## src/verilog/usbimc_map.svh

```systemverilog
/*
  Register map, field positions and reset values of the USB interrupt
  mask and clear block.
  Assumes a byte-wide register port with 16-bit CPU addresses.
*/
`ifndef USBIMC_MAP_SVH
`define USBIMC_MAP_SVH

// byte addresses of the registers
`define USBIMC_A_BI_MASK 16'hFF39
`define USBIMC_A_BO_MASK 16'hFF3A
`define USBIMC_A_SI_MASK 16'hFF3B
`define USBIMC_A_EVT_STS 16'hFF3C
`define USBIMC_A_EVT_MSK 16'hFF3D
`define USBIMC_A_BEV_CLR 16'hFF4A
`define USBIMC_A_CEP_CLR 16'hFF4B
`define USBIMC_A_BI_CLR 16'hFF4C

// implemented bits of each register
`define USBIMC_BI_VALID 8'h30
`define USBIMC_BO_VALID 8'h0F
`define USBIMC_SI_VALID 8'h20
`define USBIMC_BEV_VALID 8'hC7
`define USBIMC_CEP_VALID 8'h7F
`define USBIMC_EVT_VALID 2'h3

// field positions
`define USBIMC_BI_TOKEN_BIT 5
`define USBIMC_BI_DATA_BIT 4
`define USBIMC_SET_IFACE_BIT 5
`define USBIMC_EVT_SI_CHG 0
`define USBIMC_EVT_LINE_B 1

// reset and read-back values
`define USBIMC_MASK_RST 8'h00
`define USBIMC_CLR_READ 8'hFF
`define USBIMC_UNMAPPED 8'h00

`endif

```

## src/verilog/usbimc_pkg.sv

```systemverilog
/*
  Types shared by the USB interrupt mask and clear block.
  Assumes the map header supplies all numeric constants.
*/
package usbimc_pkg;
  typedef logic [7:0] usbimc_byte_t;

  // state of one mask register
  typedef struct packed {
    usbimc_byte_t val;
  } usbimc_mask_s;

  // state of one clear register: only its outgoing pulses
  typedef struct packed {
    usbimc_byte_t pulse;
  } usbimc_clr_s;

  // state of the top level
  typedef struct packed {
    usbimc_byte_t rd_data;
    logic line_b;
    logic line_c;
    logic irq;
    logic [1:0] evt_sts;
    logic [1:0] evt_msk;
    usbimc_byte_t si_prev;
    logic si_prev_vld;
  } usbimc_state_s;
endpackage

```

## src/verilog/usbimc_mask_reg.sv

```systemverilog
/*
  One byte-wide read/write mask register; unused bits are held at zero.
  Assumes a single-cycle write strobe from the register port.
*/
`timescale 1ns/1ns

module usbimc_mask_reg
  import usbimc_pkg::*;
#(
  parameter usbimc_byte_t VALID = 8'hFF,
  parameter usbimc_byte_t RESET = 8'h00
) (
  input wire logic clock,
  input wire logic arst_n,
  input wire logic wr_en,
  input wire usbimc_byte_t wr_data,
  output usbimc_byte_t value
);
  usbimc_mask_s st_ff;
  usbimc_mask_s nxt_st;

  // whole-byte write; unused positions never store a one
  always_comb begin
    nxt_st = st_ff;
    if (wr_en) begin
      nxt_st.val = wr_data & VALID;
    end
  end

  always_ff @(posedge clock or negedge arst_n) begin
    if (!arst_n) begin
      st_ff <= '{val: RESET};
    end else begin
      st_ff <= nxt_st;
    end
  end

  assign value = st_ff.val;
endmodule // usbimc_mask_reg

```

## src/verilog/usbimc_clear_reg.sv

```systemverilog
/*
  One write-only clear register: a zero written to a live bit gives a
  one-cycle clear pulse toward the status register; nothing is stored.
  Assumes the status register clears its bit on the pulse.
*/
`timescale 1ns/1ns

module usbimc_clear_reg
  import usbimc_pkg::*;
#(
  parameter usbimc_byte_t VALID = 8'hFF
) (
  input wire logic clock,
  input wire logic arst_n,
  input wire logic wr_en,
  input wire usbimc_byte_t wr_data,
  input wire usbimc_byte_t allow,
  output usbimc_byte_t pulse
);
  usbimc_clr_s st_ff;
  usbimc_clr_s nxt_st;
  usbimc_byte_t hit;

  // per bit: zero written, bit implemented and source supported
  for (genvar i = 0; i < 8; i++) begin : g_bit
    assign hit[i] = wr_en & ~wr_data[i] & VALID[i] & allow[i];
  end

  // pulses last one cycle, so the register always reads as all ones
  always_comb begin
    nxt_st = st_ff;
    nxt_st.pulse = hit;
  end

  always_ff @(posedge clock or negedge arst_n) begin
    if (!arst_n) begin
      st_ff <= '{pulse: 8'h00};
    end else begin
      st_ff <= nxt_st;
    end
  end

  assign pulse = st_ff.pulse;
endmodule // usbimc_clear_reg

```

## src/verilog/usbimc_top.sv

```systemverilog
/*
  Interrupt mask and clear logic of a USB function controller: masks
  for the bulk-in, bulk-out and set-interface sources, clear pulses
  for the bus-event, control-endpoint and bulk-in status registers,
  and the two request lines that the masked sources drive.
  Assumes the status registers sit in the same clock domain and clear
  a latched bit on a one-cycle pulse; endpoint support levels come from
  the endpoint enable configuration and interface setting logic.
*/
// Strobed register access was chosen for this implementation.
`timescale 1ns/1ns
`include "usbimc_map.svh"

module usbimc_top
  import usbimc_pkg::*;
#(
  parameter int ADDR_W = 16
) (
  input wire logic clock,
  input wire logic arst_n,
  input wire logic [ADDR_W-1:0] addr,
  input wire usbimc_byte_t wr_data,
  input wire logic wr_en,
  input wire logic rd_en,
  output usbimc_byte_t rd_data,
  input wire logic ep1_supported,
  input wire logic ep2_supported,
  input wire usbimc_byte_t bulk_in_status,
  input wire usbimc_byte_t bulk_out_status,
  input wire usbimc_byte_t set_iface_status,
  output usbimc_byte_t bus_event_clr,
  output usbimc_byte_t ctrl_ep_clr,
  output usbimc_byte_t bulk_in_clr,
  output logic usb_irq_line_b,
  output logic usb_irq_line_c,
  output logic usb_irq_out
);
  usbimc_state_s st_ff;
  usbimc_state_s nxt_st;
  usbimc_byte_t bi_mask;
  usbimc_byte_t bo_mask;
  usbimc_byte_t si_mask;
  usbimc_byte_t bi_allow;
  logic ep_both;
  logic bi_src;
  logic bo_src;
  logic si_chg;
  logic wr_bi_mask;
  logic wr_bo_mask;
  logic wr_si_mask;
  logic wr_evt_sts;
  logic wr_evt_msk;
  logic wr_bev_clr;
  logic wr_cep_clr;
  logic wr_bi_clr;

  // address decode; the port never stalls, so decode is purely combinational
  assign wr_bi_mask = wr_en && (addr == `USBIMC_A_BI_MASK);
  assign wr_bo_mask = wr_en && (addr == `USBIMC_A_BO_MASK);
  assign wr_si_mask = wr_en && (addr == `USBIMC_A_SI_MASK);
  assign wr_evt_sts = wr_en && (addr == `USBIMC_A_EVT_STS);
  assign wr_evt_msk = wr_en && (addr == `USBIMC_A_EVT_MSK);
  assign wr_bev_clr = wr_en && (addr == `USBIMC_A_BEV_CLR);
  assign wr_cep_clr = wr_en && (addr == `USBIMC_A_CEP_CLR);
  assign wr_bi_clr = wr_en && (addr == `USBIMC_A_BI_CLR);

  // mask registers; stored value already has unused bits at zero
  usbimc_mask_reg #(
    .VALID(`USBIMC_BI_VALID),
    .RESET(`USBIMC_MASK_RST)
  ) u_bi_mask (
    .clock(clock),
    .arst_n(arst_n),
    .wr_en(wr_bi_mask),
    .wr_data(wr_data),
    .value(bi_mask)
  );

  usbimc_mask_reg #(
    .VALID(`USBIMC_BO_VALID),
    .RESET(`USBIMC_MASK_RST)
  ) u_bo_mask (
    .clock(clock),
    .arst_n(arst_n),
    .wr_en(wr_bo_mask),
    .wr_data(wr_data),
    .value(bo_mask)
  );

  usbimc_mask_reg #(
    .VALID(`USBIMC_SI_VALID),
    .RESET(`USBIMC_MASK_RST)
  ) u_si_mask (
    .clock(clock),
    .arst_n(arst_n),
    .wr_en(wr_si_mask),
    .wr_data(wr_data),
    .value(si_mask)
  );

  // clear registers; status lives outside, only the pulses leave here
  assign bi_allow = {8{ep1_supported}};

  usbimc_clear_reg #(
    .VALID(`USBIMC_BEV_VALID)
  ) u_bev_clr (
    .clock(clock),
    .arst_n(arst_n),
    .wr_en(wr_bev_clr),
    .wr_data(wr_data),
    .allow(8'hFF),
    .pulse(bus_event_clr)
  );

  usbimc_clear_reg #(
    .VALID(`USBIMC_CEP_VALID)
  ) u_cep_clr (
    .clock(clock),
    .arst_n(arst_n),
    .wr_en(wr_cep_clr),
    .wr_data(wr_data),
    .allow(8'hFF),
    .pulse(ctrl_ep_clr)
  );

  usbimc_clear_reg #(
    .VALID(`USBIMC_BI_VALID)
  ) u_bi_clr (
    .clock(clock),
    .arst_n(arst_n),
    .wr_en(wr_bi_clr),
    .wr_data(wr_data),
    .allow(bi_allow),
    .pulse(bulk_in_clr)
  );

  // masked sources; an unsupported endpoint contributes nothing at all
  assign bi_src = ep1_supported && |(bulk_in_status & ~bi_mask & `USBIMC_BI_VALID);
  assign bo_src = ep2_supported && |(bulk_out_status & ~bo_mask & `USBIMC_BO_VALID);
  assign ep_both = ep1_supported && ep2_supported;
  // first sample after reset only arms the compare, so straps do not fire
  assign si_chg = st_ff.si_prev_vld && (set_iface_status != st_ff.si_prev);

  // next-state of request lines, event flags and read data
  always_comb begin
    nxt_st = st_ff;
    nxt_st.si_prev = set_iface_status;
    nxt_st.si_prev_vld = 1'h1;
    nxt_st.line_b = bi_src || bo_src;
    // software clears by writing one; a new event in that cycle wins
    if (wr_evt_sts) begin
      nxt_st.evt_sts = st_ff.evt_sts & ~wr_data[1:0];
    end
    if (si_chg) begin
      nxt_st.evt_sts[`USBIMC_EVT_SI_CHG] = 1'h1;
    end
    if (nxt_st.line_b && !st_ff.line_b) begin
      nxt_st.evt_sts[`USBIMC_EVT_LINE_B] = 1'h1;
    end
    if (wr_evt_msk) begin
      nxt_st.evt_msk = wr_data[1:0] & `USBIMC_EVT_VALID;
    end
    // line c follows the status bit or a pending change, both maskable
    nxt_st.line_c = ep_both && !si_mask[`USBIMC_SET_IFACE_BIT] &&
      (set_iface_status[`USBIMC_SET_IFACE_BIT] || nxt_st.evt_sts[`USBIMC_EVT_SI_CHG]);
    nxt_st.irq = |(nxt_st.evt_sts & ~nxt_st.evt_msk);
    // read data stands only in the cycle after the read strobe
    nxt_st.rd_data = 8'h00;
    if (rd_en) begin
      case (addr)
        `USBIMC_A_BI_MASK: nxt_st.rd_data = bi_mask;
        `USBIMC_A_BO_MASK: nxt_st.rd_data = bo_mask;
        `USBIMC_A_SI_MASK: nxt_st.rd_data = si_mask;
        `USBIMC_A_EVT_STS: nxt_st.rd_data = {6'h00, st_ff.evt_sts};
        `USBIMC_A_EVT_MSK: nxt_st.rd_data = {6'h00, st_ff.evt_msk};
        `USBIMC_A_BEV_CLR: nxt_st.rd_data = `USBIMC_CLR_READ;
        `USBIMC_A_CEP_CLR: nxt_st.rd_data = `USBIMC_CLR_READ;
        `USBIMC_A_BI_CLR: nxt_st.rd_data = `USBIMC_CLR_READ;
        default: nxt_st.rd_data = `USBIMC_UNMAPPED;
      endcase
    end
  end

  // single register stage for all top-level state
  always_ff @(posedge clock or negedge arst_n) begin
    if (!arst_n) begin
      st_ff <= '0;
    end else begin
      st_ff <= nxt_st;
    end
  end

  assign rd_data = st_ff.rd_data;
  assign usb_irq_line_b = st_ff.line_b;
  assign usb_irq_line_c = st_ff.line_c;
  assign usb_irq_out = st_ff.irq;
endmodule // usbimc_top

```

## config.mk

```make
export PLATFORM = sky130hd
export DESIGN_NAME = usbimc_top
export DESIGN_NICKNAME = d
export VERILOG_FILES = /design/src/verilog/usbimc_pkg.sv /design/src/verilog/usbimc_mask_reg.sv /design/src/verilog/usbimc_clear_reg.sv /design/src/verilog/usbimc_top.sv
export VERILOG_INCLUDE_DIRS = /design/src /design/src/verilog
export SDC_FILE = /design/constraint.sdc
export NUM_CORES = 1
export LEC_CHECK = 0
export BUFFER_PORTS_ARGS = -buffer_cell sky130_fd_sc_hd__clkbuf_2
export CAP_MARGIN = 20
export CORE_ASPECT_RATIO = 0.75
export CORE_MARGIN = 2
export CORE_UTILIZATION = 30
export DETAILED_ROUTE_END_ITERATION = 10
export HOLD_SLACK_MARGIN = 0.05
export PLACE_DENSITY_LB_ADDON = 0.05
export SETUP_SLACK_MARGIN = 0.4
export SLEW_MARGIN = 20
export SYNTH_ARGS = -nofsm -noshare
export SYNTH_HDL_FRONTEND = slang
export SYNTH_SLANG_ARGS = --single-unit
```

## constraint.sdc

```tcl
create_clock -name clock -period 3.15 [get_ports clock]
set_input_delay 0.1575 -clock clock [delete_from_list [all_inputs] [get_ports clock]]
set_output_delay 0.1575 -clock clock [all_outputs]
set_load 0.03 [all_outputs]
```

; After elaboration in Yosys (flattened, before gate mapping)
; Index checks and enable logic that the tools add are counted.
[word_totals]
wordCells = 84
mem_bits_ro = 0
latchBits = 0
inputBits = 54
reg_bits = 45
mem_bits_rw = 0
n_memories = 0
[op_classes]
n_bitwise = 32
div = 0
mux = 6
n_reduce_logical = 23
magnitude_cmp = 0
n_mul = 0
n_eq_ne = 9
n_shift = 0
add_sub_neg = 0
[ops]
columns = operator, n
row1 = $eq A16 B16 Y1 const B, 8
row2 = $pmux W8 S6, 1
row3 = $and A1 B1 Y1, 16
row4 = $logic_and A1 B1 Y1, 15
row5 = $mux W8, 1
row6 = $ne A8 B8 Y1, 1
row7 = $not A1 Y1, 8
row8 = $and A6 B6 Y6, 1
row9 = $not A6 Y6, 1
row10 = $and A2 B2 Y2, 2
row11 = $and A4 B4 Y4, 1
row12 = $mux W2, 2
row13 = $not A2 Y2, 2
row14 = $not A4 Y4, 1
row15 = $reduce_or A2 Y1, 2
row16 = $reduce_or A4 Y1, 1
row17 = $reduce_or A3 Y1, 1
row18 = $logic_not A1 Y1, 2
row19 = $logic_or A1 B1 Y1, 2
row20 = $mux W1, 2

; Depth between registers and ports, before layout
[depth]
ltp_word = 9
ltp_mapped = 6
mapped_depth_nobuf = 5

; By module
; A second synthesis with hierarchy kept.
[hier_totals]
cells_unflattened = 207
hier_area_um2 = 2339.7
[modules_own_cells]
columns = mod, area_each_um2, seq_area_each_um2, n_inst, cells_per_inst
row1 = usbimc_top, 1383.8, 600.6, 1, 132
row2 = usbimc_clear_reg (u_cep_clr), 247.7, 175.2, 1, 16
row3 = usbimc_clear_reg (u_bev_clr), 195.2, 125.1, 1, 14
row4 = usbimc_mask_reg (u_bo_mask), 178.9, 100.1, 1, 13
row5 = usbimc_mask_reg (u_bi_mask), 121.4, 50.0, 1, 11
row6 = usbimc_clear_reg (u_bi_clr), 116.4, 50.0, 1, 11
row7 = usbimc_mask_reg (u_si_mask), 96.3, 25.0, 1, 10

; Worst setup path before layout
; OpenSTA, ideal clock, no wires.
[synth_timing]
kind = register to register
from = reg st_ff[7] (netlist bit)
to = reg st_ff, in the netlist usb_irq_out
path_stages_with_launch = 6
path_slack_ns = 1.766
t_required_ns = 3.028
arrival_time_ns = 1.262
synth_period_minus_slack_ns = 1.384
setup_time_ns = 0.122
cell_sequence = dfrtp_1 > xor2_1 > nor4_1 > nand2_1 > a22o_1 > a32o_1
[synth_rtl]
columns = element, line
row1 = "start, declared", usbimc_top.sv:38  ; usbimc_state_s st_ff;
row2 = "start signal, assigned", usbimc_top.sv:189  ; st_ff <= nxt_st;

==> run summary <==
crit-path cells -> dlygate4sd3_1 > clkbuf_2 > xor2_1 > nor4_1 > nand2_1 > a22o_1 > a32o_1
Cells after Synth -> 165
met2 wire len -> 2040 um
H-tree depth -> 2
Die Y -> 73.4 um
die width -> 96.6 um
period utilization -> 0.540
global route overflow -> 0
most common library cells after synthesis -> 44 x dfrtp_1, 20 x nor2_1, 18 x buf_4
status -> complete, no violations
FF-to-FF path depth -> 5
PD cells -> 411 nW/um^2
RSZ-0062 raised after global routing -> no
max-cap violation count -> 0
crit path time final -> 1.70 ns
die area -> 7090 um^2
switching pwr -> 242 uW
register area share after synthesis -> 0.571
Global Route Usage Sum -> 0.130
leading area contributor after synthesis -> dfrtp_1
Slew @ Worst Pin -> 0.947 ns
CP max stage delay -> 0.53 ns
WP data arrival -> 1.88 ns
register area -> 1100 um^2
Fin Setup TNS -> 0 ns
clk_lat worst skew -> 0.29 ns
CTS clock-pin slew for the worst setup and hold paths -> 0.07 ns
area delta synth->final -> 27.2%
vias in the first global route -> 1,457
critical path type -> in -> reg
syn_area_per_cell -> 11.7 um^2
TritonCTS Sinks -> 44
fmax -> 0.588 GHz
Top Layer Used -> met4
CTS resizes -> 0
Met3 Wirelength -> 322 um
Layout Skew -> 0.00365 ns
Rows -> 25
Initial DRC Count -> 43
Worst EP required -> 3.33 ns
PortBufs -> 68
antenna cell count -> 0
Startpoint Class -> input pin
Hold Crit Class -> in -> async
Sw Share -> 0.240
filler cell count -> 621
CTS buffer count -> 5
clock share of power -> 0.323
antenna violations before repair -> 0
Seq cells post-synth -> 44
most common cell in the synthesized netlist -> dfrtp_1
Post-synth EDFFs -> 0
Rel. slew slack -> 0.369
drt via density -> 4.48
post-synthesis async set-or-reset flop share -> 1.00
Detail Route Antenna Nets -> 0
endpoints failing hold -> 0
top post-synthesis cells by area -> dfrtp_1 57%, buf_4 7.0%, mux2_2 4.1%
Final GP Congestion -> 0.777
Synth Cell Area -> 1930 um^2
P_int -> 765 uW
slowest library cell on the worst path -> dlygate4sd3_1
RR Endpoint -> usb_irq_out
Initial Util -> 0.308
Synth top area share -> 0.571
endpoints failing setup -> 0
Post-CTS Setup Inserts -> 0
WL/cell -> 13.6 um
first-pass GRT wire length -> 6800 um
worst slack, placed -> 1.40 ns
final worst setup slack -> 1.45 ns
core footprint -> 6260 um^2
Netlist cell types -> 37
Primary FF master, synth -> dfrtp_1
share of cells above drive strength 1 -> 0.353
WL final -> 4390 um
R2R setup slack -> 1.55 ns
Slew Viols, Final -> 0
Peak VDD IR -> 170 uV
Reg-to-Reg Start -> u_bo_mask.value[0]
largest net degree at the start of global routing -> 45
Net count, final -> 295
CTS tree -> yes
total number of vias -> 1,444
Post-Route M1 WL -> 2000 um
combinational power share -> 0.106
Flop pwr share -> 0.571
footprint of the multi-input gates -> 703 um^2
Top Ports -> 89
synth warn -> 0
clock root cell -> clkbuf_8
post-DP HPWL -> 3490 um
DRC Markers -> 0
Worst Setup End Kind -> flop
worst-path fanout max -> 3
Pleak -> 1.29 nW
Pre-antenna DRT Iters -> 6
Clock Path Buffers -> 2
[placed cells by master (no fill, tap or decap), drive strengths merged, types with 2 or more instances in the layout]
cell type,n
a222oi,2
a22o,3
a31oi,3
and4,2
and4b,2
and4bb,2
clkbuf,73
conb,11
dfrtp,44
dlygate4sd3,11
inv,5
mux2,7
mux2i,2
nand2,12
nand2b,3
nand3,5
nand4,2
nor2,20
nor2b,3
nor4,3
o21a,4
xor2,8
[power groups by stage]
stage	Sequential [mW]	Combinational [mW]	Clock, mW
global placement	0.586	0.0956	0
finish	0.575	0.107	0.325
CTS	0.575	0.109	0.340
global route	0.576	0.119	0.365
floorplan	0.589	0.0492	0
detailed placement	0.587	0.0980	0
[per-layer routing]
metal | vias up | GRT usage
met5 | - | 0
met4 | 0 | 0.0391
met3 | 4 | 0.0400
met2 | 60 | 0.204
met1 | 687 | 0.173
li1 | 693 | -
[state kept, by name, summed over array words and instances (netlist names), 2 cells and up]
| register | cells |
|---|---|
| u_bo_mask.value | 4 |
| u_cep_clr.pulse | 7 |
| u_bev_clr.pulse | 5 |
| u_bi_clr.pulse | 2 |
| st_ff | 13 |
| rd_data | 7 |
| u_bi_mask.value | 2 |
[cells by family after synthesis]
kind of cell | count (synthesis) | share of synthesized area
and+or+nand+nor | 61 | 0.187
xor gates and xnor gates | 8 | 0.0363
buffers and inverters | 24 | 0.0818
muxes | 9 | 0.0513
AOI/OAI and AO/OA | 17 | 0.0688
other | 2 | 0.00390
DFF | 44 | 0.571
[critical path, delay by kind of cell]
kind / cells / cell delay [ns]
buf+inv: 2 / 0.65
compound gates: 2 / 0.49
simple gates: 2 / 0.43
xor+xnor: 1 / 0.14
[repair_timing]
item,CTS,global route
endpoints found under the hold margin,12,0
setup endpoints to repair,0,0
hold buffers,11,0
[per-stage QoR]
| step | cells | power, mW | utilization | hold WS [ns] | area (um^2) |
|---|---|---|---|---|---|
| detailed placement | 304 | 0.685 | 0.362 | 0.294 | 2260 |
| global route | 322 | 1.06 | 0.392 | 0.0547 | 2450 |
| global placement | 304 | 0.682 | 0.362 | 0.292 | 2260 |
| finish | 322 | 1.01 | 0.392 | 0.00310 | 2450 |
| CTS | 322 | 1.02 | 0.392 | 0.0535 | 2450 |
| floorplan | 174 | 0.638 | - | -0.138 | 1960 |
[final cells by class]
class	count	share of cell area
Clock inverter	1	0.00204
Multi-Input combinational cell	106	0.287
Timing Repair Buffer	79	0.184
Clock buffer	6	0.0296
Tap cell	81	0.0413
Sequential cell	44	0.449
Inverter	5	0.00765
[how the worst max path moves through the flow]
stage,from,endpoint,slack [ns],cells past startpoint
after floorplan,st_ff[7],usb_irq_out,1.77,5
final,set_iface_status[7],usb_irq_out,1.45,7
after CTS,set_iface_status[6],usb_irq_out,1.46,7
after global routing,set_iface_status[4],usb_irq_out,1.35,7
after global placement,addr[6],usb_irq_out,1.46,6
after detailed placement,addr[6],usb_irq_out,1.40,6
Note: power is estimated with default switching activity, not from simulation.
